--- src/inc/msc_pkg.sv ---
package msc_pkg;

   // -----------------------------------------------------------------
   // Register map and field layout
   // -----------------------------------------------------------------
   localparam logic [6:0] ADDR_MODE_SUPPLY = 7'h01;
   localparam logic [6:0] ADDR_HW_CONFIG   = 7'h02;
   localparam logic [7:0] MSC_POR_VALUE    = 8'h00;
   localparam int MS_MODE_HI    = 7;
   localparam int MS_MODE_LO    = 6;
   localparam int MS_AUX_ON     = 5;
   localparam int MS_POL_HI     = 4;
   localparam int MS_POL_LO     = 3;
   localparam int MS_OV_ESC     = 2;
   localparam int MS_RT_HI      = 1;
   localparam int MS_RT_LO      = 0;
   localparam int HW_AUX_VSEL   = 7;
   localparam int HW_RST_MASK   = 6;
   localparam int HW_FO_SW      = 5;
   localparam int HW_AUX_KEEPUV = 4;
   localparam int HW_AUX_LS     = 3;
   localparam int HW_RSVD       = 2;
   localparam int HW_STOP_LS    = 1;
   localparam int HW_WD_FIRST   = 0;
   // Bits that survive a restart (set = kept) and a soft reset, then the writable config bits
   localparam logic [7:0] MS_RESTART_KEEP = 8'h23;
   localparam logic [7:0] HW_RESTART_KEEP = 8'hD9;
   localparam logic [7:0] HW_SOFT_KEEP    = 8'h88;
   localparam logic [7:0] HW_WRITE_MASK   = 8'hFB;

   // -----------------------------------------------------------------
   // Frame and timing
   // -----------------------------------------------------------------
   localparam int         FRAME_BITS      = 16;
   localparam logic [4:0] FRAME_LEN       = 5'h10;
   localparam logic [4:0] ADDR_BYTE_DONE  = 5'h08;
   localparam int         CLK_PERIOD_PS   = 10000;
   localparam int         SOFT_RST_PULSE_NS = 2000;
   localparam int         SOFT_RST_CYCLES =
      (SOFT_RST_PULSE_NS * 1000 + CLK_PERIOD_PS - 1) / CLK_PERIOD_PS;

   typedef enum logic [1:0] {
      MSC_NORMAL = 2'b00,
      MSC_SLEEP  = 2'b01,
      MSC_STOP   = 2'b10,
      MSC_SOFTRST = 2'b11
   } msc_mode_t;

   // Events and levels from the surrounding supply and supervision logic
   typedef struct packed {
      logic restart_entry;
      logic overtemperature_event;
      logic main_ov_detect;
      logic main_ov_flag_clear;
      logic supply_undervoltage;
      logic failure_event;
      logic failure_status_clear;
      logic watchdog_fail;
      logic fail_safe;
      logic high_peak_select;
   } msc_hw_in_t;

   // Controls handed to the regulators and the supervision logic
   typedef struct packed {
      msc_mode_t  mode;
      logic       aux_regulator_enable;
      logic       aux_voltage_select;
      logic       aux_load_sharing;
      logic       second_regulator_on;
      logic [1:0] reset_threshold_select;
      logic       main_overvoltage_flag;
      logic       ov_escalate;
      logic       wd_escalate;
      logic       failure_outputs;
   } msc_supply_out_t;

endpackage

--- src/rtl/msc_regs.sv ---
`timescale 1ns/1ps
// Overview of operation
// Mode field bits 7:6 select normal, sleep, stop, or soft reset.
// Soft reset pulls reset output low unless pulse mask bit 6 set.
// Mode register bit 5 enables auxiliary regulator independently.
// Bits 4:3 set second regulator policy across modes.
// Overvoltage always sets flag; bit 2 also requests escalation.
// Bits 1:0 choose one of four main reset thresholds.
// Writing sleep while in stop leaves the mode in stop.
// Entering restart loads mode field with normal.
// Restart and overtemperature clear second regulator policy to off.
// Write frame returns previously programmed value, not written value.
// Config bit 7 selects auxiliary voltage: main voltage or fixed.
// Config bit 5 drives failure outputs under software control.
// Config bit 4 keeps auxiliary regulator on at supply undervoltage.
// Config bit 3 selects stand-alone or load-sharing auxiliary operation.
// Config bit 1 enables load sharing in stop mode.
// Config bit 0 escalates on first watchdog failure, else second.
// Reserved config bit 2 always reads zero.
// Failure-event outputs release only when failure status clears.
// Restart clears software failure-output bit and its outputs.
// Soft reset keeps auxiliary voltage and load-sharing bits.
// Power-on reset zeroes the whole config register.
// Stop load sharing also needs the high active peak setting.
// Frames are 16 bits: address, access bit, then data byte.
// Master sets frame bit 7 to write, clears it to read.
// Writes commit only after full 16-bit frame at chip select release.
module msc_regs
(
   input  wire logic                     clock,
   input  wire logic                     rst,
   input  wire logic                     spi_sclk,
   input  wire logic                     spi_csn,
   input  wire logic                     spi_mosi,
   output logic                          spi_miso,
   output logic                          spi_miso_oe,
   input  wire msc_pkg::msc_hw_in_t      hw_in,
   output msc_pkg::msc_supply_out_t      supply_out,
   output logic                          reset_output_n
);

   // ----------------------------------------------------------------
   // State
   // ----------------------------------------------------------------
   typedef struct packed {
      logic [2:0]  sclk_sync;
      logic [2:0]  csn_sync;
      logic [1:0]  mosi_sync;
      logic [15:0] rx;
      logic [8:0]  tx;
      logic [4:0]  bit_count;
      logic [7:0]  mode_supply_control;
      logic [7:0]  hardware_config_control;
      logic        ov_flag;
      logic        ov_escalate;
      logic        wd_escalate;
      logic        wd_first_seen;
      logic        fail_latched;
      logic [15:0] rst_pulse_count;
   } msc_state_t;

   msc_state_t cur;
   msc_state_t next_cur;

   // Register readback with the reserved bit forced low
   function automatic logic [7:0] msc_read(input logic [6:0] addr,
                                           input msc_state_t s);
      logic [7:0] value;
      value = 8'h00;
      if (addr == msc_pkg::ADDR_MODE_SUPPLY)
         value = s.mode_supply_control;
      else if (addr == msc_pkg::ADDR_HW_CONFIG)
         value = s.hardware_config_control & msc_pkg::HW_WRITE_MASK;
      return value;
   endfunction

   logic sclk_rise;
   logic sclk_fall;
   logic cs_active;
   logic cs_release;
   logic frame_ok;

   // ----------------------------------------------------------------
   // Link edge detection on synchronised pins
   // ----------------------------------------------------------------
   // Only stages 1 and 2 are examined; stage 0 is the metastable one
   assign sclk_rise  = cur.sclk_sync[1] & ~cur.sclk_sync[2];
   assign sclk_fall  = ~cur.sclk_sync[1] & cur.sclk_sync[2];
   assign cs_active  = ~cur.csn_sync[1];
   assign cs_release = cur.csn_sync[1] & ~cur.csn_sync[2];
   // Aborted or overlong frames are dropped whole
   assign frame_ok   = cs_release && (cur.bit_count == msc_pkg::FRAME_LEN);

   // ----------------------------------------------------------------
   // Next-state logic
   // ----------------------------------------------------------------
   always_comb
   begin
      logic [7:0]  wdata;
      logic [1:0]  new_mode;
      logic        soft_reset;
      logic        mask_pulse;
      wdata      = cur.rx[15:8];
      new_mode   = 2'b00;
      soft_reset = 1'b0;
      mask_pulse = cur.hardware_config_control[msc_pkg::HW_RST_MASK];
      next_cur   = cur;

      next_cur.sclk_sync = {cur.sclk_sync[1:0], spi_sclk};
      next_cur.csn_sync  = {cur.csn_sync[1:0], spi_csn};
      next_cur.mosi_sync = {cur.mosi_sync[0], spi_mosi};

      // Shifter: LSB first, sample on rising, change on falling SCLK
      if (!cs_active)
      begin
         next_cur.bit_count = 5'h00;
         next_cur.tx        = 9'h000;
      end
      else
      begin
         if (sclk_rise)
         begin
            next_cur.rx = {cur.mosi_sync[1], cur.rx[15:1]};
            if (cur.bit_count != 5'h1F)
               next_cur.bit_count = cur.bit_count + 5'h01;
            // Old content is loaded here, so a write echoes the prior value
            if (cur.bit_count + 5'h01 == msc_pkg::ADDR_BYTE_DONE)
               next_cur.tx = {msc_read(cur.rx[15:9], cur), 1'b0};
         end
         if (sclk_fall && cur.bit_count != 5'h00)
            next_cur.tx = {1'b0, cur.tx[8:1]};
      end

      // Commit a write at chip select release
      if (frame_ok && cur.rx[7])
      begin
         if (cur.rx[6:0] == msc_pkg::ADDR_MODE_SUPPLY)
         begin
            new_mode = wdata[7:6];
            if (new_mode == msc_pkg::MSC_SOFTRST)
               soft_reset = 1'b1;
            else
            begin
               // Stop cannot go straight to sleep; keep stop
               if (cur.mode_supply_control[7:6] == msc_pkg::MSC_STOP &&
                   new_mode == msc_pkg::MSC_SLEEP)
                  new_mode = msc_pkg::MSC_STOP;
               next_cur.mode_supply_control = {new_mode, wdata[5:0]};
            end
         end
         else if (cur.rx[6:0] == msc_pkg::ADDR_HW_CONFIG)
            next_cur.hardware_config_control = wdata & msc_pkg::HW_WRITE_MASK;
      end

      // Soft reset: both registers to soft value, config keeps two bits
      if (soft_reset)
      begin
         next_cur.mode_supply_control = msc_pkg::MSC_POR_VALUE;
         next_cur.hardware_config_control =
            cur.hardware_config_control & msc_pkg::HW_SOFT_KEEP;
         if (!mask_pulse)
            next_cur.rst_pulse_count = 16'(msc_pkg::SOFT_RST_CYCLES);
      end
      else if (cur.rst_pulse_count != 16'h0000)
         next_cur.rst_pulse_count = cur.rst_pulse_count - 16'h0001;

      // Overtemperature turns the second regulator off
      if (hw_in.overtemperature_event)
         next_cur.mode_supply_control[4:3] = 2'b00;

      // Restart has priority over any register write
      if (hw_in.restart_entry)
      begin
         next_cur.mode_supply_control =
            cur.mode_supply_control & msc_pkg::MS_RESTART_KEEP;
         next_cur.hardware_config_control =
            cur.hardware_config_control & msc_pkg::HW_RESTART_KEEP;
         next_cur.wd_first_seen = 1'b0;
      end

      // Overvoltage flag: set wins over clear
      if (hw_in.main_ov_detect)
         next_cur.ov_flag = 1'b1;
      else if (hw_in.main_ov_flag_clear)
         next_cur.ov_flag = 1'b0;
      next_cur.ov_escalate =
         hw_in.main_ov_detect & cur.mode_supply_control[msc_pkg::MS_OV_ESC];

      // Watchdog escalation on first or second trigger failure
      next_cur.wd_escalate = 1'b0;
      if (hw_in.watchdog_fail && !hw_in.restart_entry)
      begin
         if (cur.hardware_config_control[msc_pkg::HW_WD_FIRST] || cur.wd_first_seen)
            next_cur.wd_escalate = 1'b1;
         next_cur.wd_first_seen = 1'b1;
      end

      // Event-driven failure outputs; set wins over clear
      if (hw_in.failure_event)
         next_cur.fail_latched = 1'b1;
      else if (hw_in.failure_status_clear)
         next_cur.fail_latched = 1'b0;
   end

   // ----------------------------------------------------------------
   // State register; power-on reset zeroes both registers
   // ----------------------------------------------------------------
   always_ff @(posedge clock)
   begin
      if (rst)
      begin
         cur                         <= '0;
         cur.sclk_sync               <= 3'h0;
         cur.csn_sync                <= 3'h7;
         cur.mode_supply_control     <= msc_pkg::MSC_POR_VALUE;
         cur.hardware_config_control <= msc_pkg::MSC_POR_VALUE;
      end
      else
         cur <= next_cur;
   end

   // ----------------------------------------------------------------
   // Outputs
   // ----------------------------------------------------------------
   logic [7:0] ms;
   logic [7:0] hw;
   logic       in_stop;
   assign ms      = cur.mode_supply_control;
   assign hw      = cur.hardware_config_control;
   assign in_stop = (ms[7:6] == msc_pkg::MSC_STOP);

   // Gated by select: an aborted frame may leave a data bit in the shifter
   assign spi_miso       = cur.tx[0] & cs_active;
   assign spi_miso_oe    = cs_active;
   assign reset_output_n = (cur.rst_pulse_count == 16'h0000);

   // Regulator controls decoded from the register fields
   always_comb
   begin
      supply_out.mode = msc_pkg::msc_mode_t'(ms[7:6]);
      // Undervoltage shutdown unless the keep-on bit is set
      supply_out.aux_regulator_enable = ms[msc_pkg::MS_AUX_ON] &
         ~(hw_in.supply_undervoltage & ~hw[msc_pkg::HW_AUX_KEEPUV]);
      supply_out.aux_voltage_select = hw[msc_pkg::HW_AUX_VSEL];
      // In stop, sharing needs both the stop enable and high peak setting
      supply_out.aux_load_sharing = hw[msc_pkg::HW_AUX_LS] &
         (~in_stop | (hw[msc_pkg::HW_STOP_LS] & hw_in.high_peak_select));
      case (ms[4:3])
         2'b01:   supply_out.second_regulator_on = (ms[7:6] == msc_pkg::MSC_NORMAL);
         2'b10:   supply_out.second_regulator_on = (ms[7:6] == msc_pkg::MSC_NORMAL) | in_stop;
         2'b11:   supply_out.second_regulator_on = ~hw_in.fail_safe;
         default: supply_out.second_regulator_on = 1'b0;
      endcase
      supply_out.reset_threshold_select = ms[1:0];
      supply_out.main_overvoltage_flag  = cur.ov_flag;
      supply_out.ov_escalate            = cur.ov_escalate;
      supply_out.wd_escalate            = cur.wd_escalate;
      // Clearing the software bit never releases an event-driven output
      supply_out.failure_outputs = hw[msc_pkg::HW_FO_SW] | cur.fail_latched;
   end

endmodule

--- config.mk ---
export PLATFORM = sky130hd
export DESIGN_NAME = msc_regs
export DESIGN_NICKNAME = d
export VERILOG_FILES = /design/src/inc/msc_pkg.sv /design/src/rtl/msc_regs.sv
export SDC_FILE = /design/constraint.sdc
export NUM_CORES = 1
export LEC_CHECK = 0
export ABC_AREA = 1
export BUFFER_PORTS_ARGS = -buffer_cell sky130_fd_sc_hd__buf_2
export CORE_MARGIN = 5
export CORE_UTILIZATION = 55
export CTS_CLUSTER_DIAMETER = 30
export DETAILED_ROUTE_END_ITERATION = 6
export PLACE_DENSITY = 0.8
export SYNTH_ARGS = -nofsm -noshare
export SYNTH_HDL_FRONTEND = slang
export SYNTH_SLANG_ARGS = --single-unit
--- constraint.sdc ---
create_clock -name clock -period 1.9 [get_ports clock]
set_input_delay 0.285 -clock clock [delete_from_list [all_inputs] [get_ports clock]]
set_output_delay 0.285 -clock clock [all_outputs]
set_load 0.05 [all_outputs]
==> results.ini <==
[cts]
clk_latency_ps=350
cts_tree=done
clock_path_buffers=2
htree_levels=3
cts_num_sinks=74
cts_made_buffers=9
root_buffer=clkbuf_8
cts.clk_slew.worst_paths_ps=70

[logic_synthesis]
synth_nets=537
avgSynthCellArea_um2=7.06
async_flop_share=0
seq_area_frac_synth=0.406
ys_warn_count=0
ys_seq_elements=74
synth_area_um2=3650
synth_cell_types=38
synth-edff-count=0
synth_ff_type=dfxtp_1
syn_inst=517

[timing]
slew_viol_final=0
finalSetupViolations=0
tightest_slew_ps=489
finalHoldViolations=0
max_freq_mhz=550
clock_skew_ps=10.4
min_period_ps=1820
finalCritPeriodShare=0.956
relSlewSlack=0.674

[floorplanning]
dieArea_um2=8360
core-area_um2=6390
die_h_um=91.5
num_rows=29
fp.dieW_um=91.5
start_util=0.572
io_pins=30

[detailed_routing]
drt-pass1-iter-count=5
drc=0
wl_per_cell_um=13.9
postRouteAntennaNets=0
via_count=3455
vias_per_cell=5.42
first_iter_violations=325
wl_mm=8.89

[pwr]
power_uw=5270
peakVddDrop_mv=0.998
p_per_area_nw_per_um2=1240
leakagePower_uw=0.00188

[critical_path]
end_kind=output pin
worstSetupStartpoint=cur[7]$_SDFFE_PP0P_
r2r-start=cur[37]$_SDFFE_PP0P_
cp_max_fo=4
criticalPathCategory=reg2out
critical_path.slowest_cell=dfxtp_2
path_cells=nor2_2, nand2_1, nor2_2, nand2_1, nor2_2, buf_6
rrSetupSlack_ps=90
arrival_ps=1530
critPathLaunchType=flip-flop
critPathRequiredTime_ps=1620
max_stage_delay_ps=350
cp_common_cell=nor2_2

[grt]
grt_pass1_vias=3168
grt_use_total=0.207
grtUsageMet1=0.253
grt_max_degree=27
overflow=0
met3_usage=0.0455
grt_antenna_before_repair=0
use_met2=0.344
grt_pass1_wl_mm=14.3
grt-busiest-layer=met2

[min_path]
hold_class=in2reg
min_from=spi_csn

[place]
io_buffers=29
gp_congestion=0.942
place_hpwl_mm=6.05
post_dp_cell_area_um2=3840

[final_layout]
nets=576
fin_util=0.665
fin_area_um2=4240
n_antenna_cell=0
area_growth_pct=16.3
drive_gt1_frac=0.194

[outcome]
outcome=finished, final reports clean

[flow_run]
cap_viol_max_count=0

-- repair_timing --
item,CTS,global route
gates resized for setup,2,24
pin swaps,0,10
endpoints found under the setup margin,3,10
hold buffers,0,0
cloned,0,1
setup buffers,0,9
-- routing by layer --
metal,wire (um),up-vias
met5,0,-
met4,209,0
met3,546,19
met2,4250,131
met1,3880,1563
li1,-,1742
-- cells in the mapped netlist (2+ instances only) --
| cell | count | area share |
|---|---|---|
| o21ai_1 | 2 | 0.0027 |
| nand3_1 | 58 | 0.080 |
| nor2_1 | 76 | 0.078 |
| a21boi_0 | 2 | 0.0041 |
| dfxtp_1 | 74 | 0.41 |
| nand2_4 | 3 | 0.0093 |
| nand2_2 | 2 | 0.0034 |
| xnor2_1 | 3 | 0.0072 |
| clkinv_1 | 2 | 0.0021 |
| nand4_1 | 4 | 0.0069 |
| ha_1 | 5 | 0.017 |
| buf_4 | 8 | 0.016 |
| nand3_2 | 4 | 0.011 |
| clkbuf_1 | 5 | 0.0051 |
| inv_1 | 57 | 0.059 |
| nand2_1 | 94 | 0.097 |
| buf_2 | 4 | 0.0055 |
| a21oi_1 | 45 | 0.062 |
| xor2_1 | 5 | 0.012 |
| nor3_1 | 2 | 0.0027 |
| nor2_4 | 2 | 0.0062 |
| or2_2 | 5 | 0.0086 |
| inv_2 | 5 | 0.0051 |
| a211oi_1 | 4 | 0.0082 |
| o21ai_0 | 31 | 0.043 |
| nor2_2 | 3 | 0.0051 |
-- metrics by stage --
step	std cells	TNS, ps	hold WS, ps	worst slack, ps
after floorplan	517	0	388	49.9
after global placement	612	0	396	126
after detailed placement	612	0	396	23.7
after CTS	628	0	121	5.71
after global routing	638	-288	132	-48.3
final	638	0	122	83.5
-- placed cells by master, fill, tap and decap left out, types with 4 or more instances in the layout --
cell type / instances
xor2_1: 5
nor2_2: 10
dfxtp_1: 71
nor2_1: 69
nand2_1: 91
clkbuf_8: 11
a211oi_1: 4
nand3_1: 58
a21oi_1: 45
nand2_4: 4
nand4_1: 4
o21ai_0: 29
buf_2: 28
or2_2: 5
buf_4: 15
nand3_2: 5
inv_2: 6
nand2_2: 4
ha_1: 4
inv_1: 56
-- critical path, delay by kind of cell, from the launching register on --
kind                   cells  cell delay [ps]
flip-flops                 1              350
AND/OR/NAND/NOR            5              660
buffers and inverters      1              170
-- report_power, final --
group	total (uW)	leakage (uW)	internal [uW]	switching, uW
Clock	1540	0.000123	945	591
Sequential	1890	0.000603	1720	173
Combinational	1840	0.00115	708	1130
Total	5270	0.00188	3370	1900
-- final timing paths --
check | end | depth (start not counted)
min | cur[69]$_SDFF_PP1_ | 2
min reg2reg | cur[70]$_SDFF_PP1_ | 1
max reg2reg | cur[15]$_SDFFE_PP0P_ | 10
max | reset_output_n | 6
-- kinds of logic after synthesis --
group	after synthesis	share of synthesized area
buffers and inverters	83	0.0970
adders and majority gates	5	0.0171
xor gates and xnor gates	8	0.0192
DFF	74	0.406
and+or+nand+nor	260	0.335
AOI/OAI and AO/OA	87	0.125
-- flip-flops by register name (all words and copies together), names as in the netlist --
signal / flops
supply_out: 3
hw: 7
cur: 56
ms: 8
-- final cells by class --
cell class	instances	area [um2]
flip-flops and latches	74	1490
inverters	64	240
well taps	77	96.3
clock inverters	4	97.6
repair buffers	46	287
multi-input cells	361	1880
clock buffers	12	155
fillers	531	2140
No activity file was read; power rests on OpenSTA's default activity.
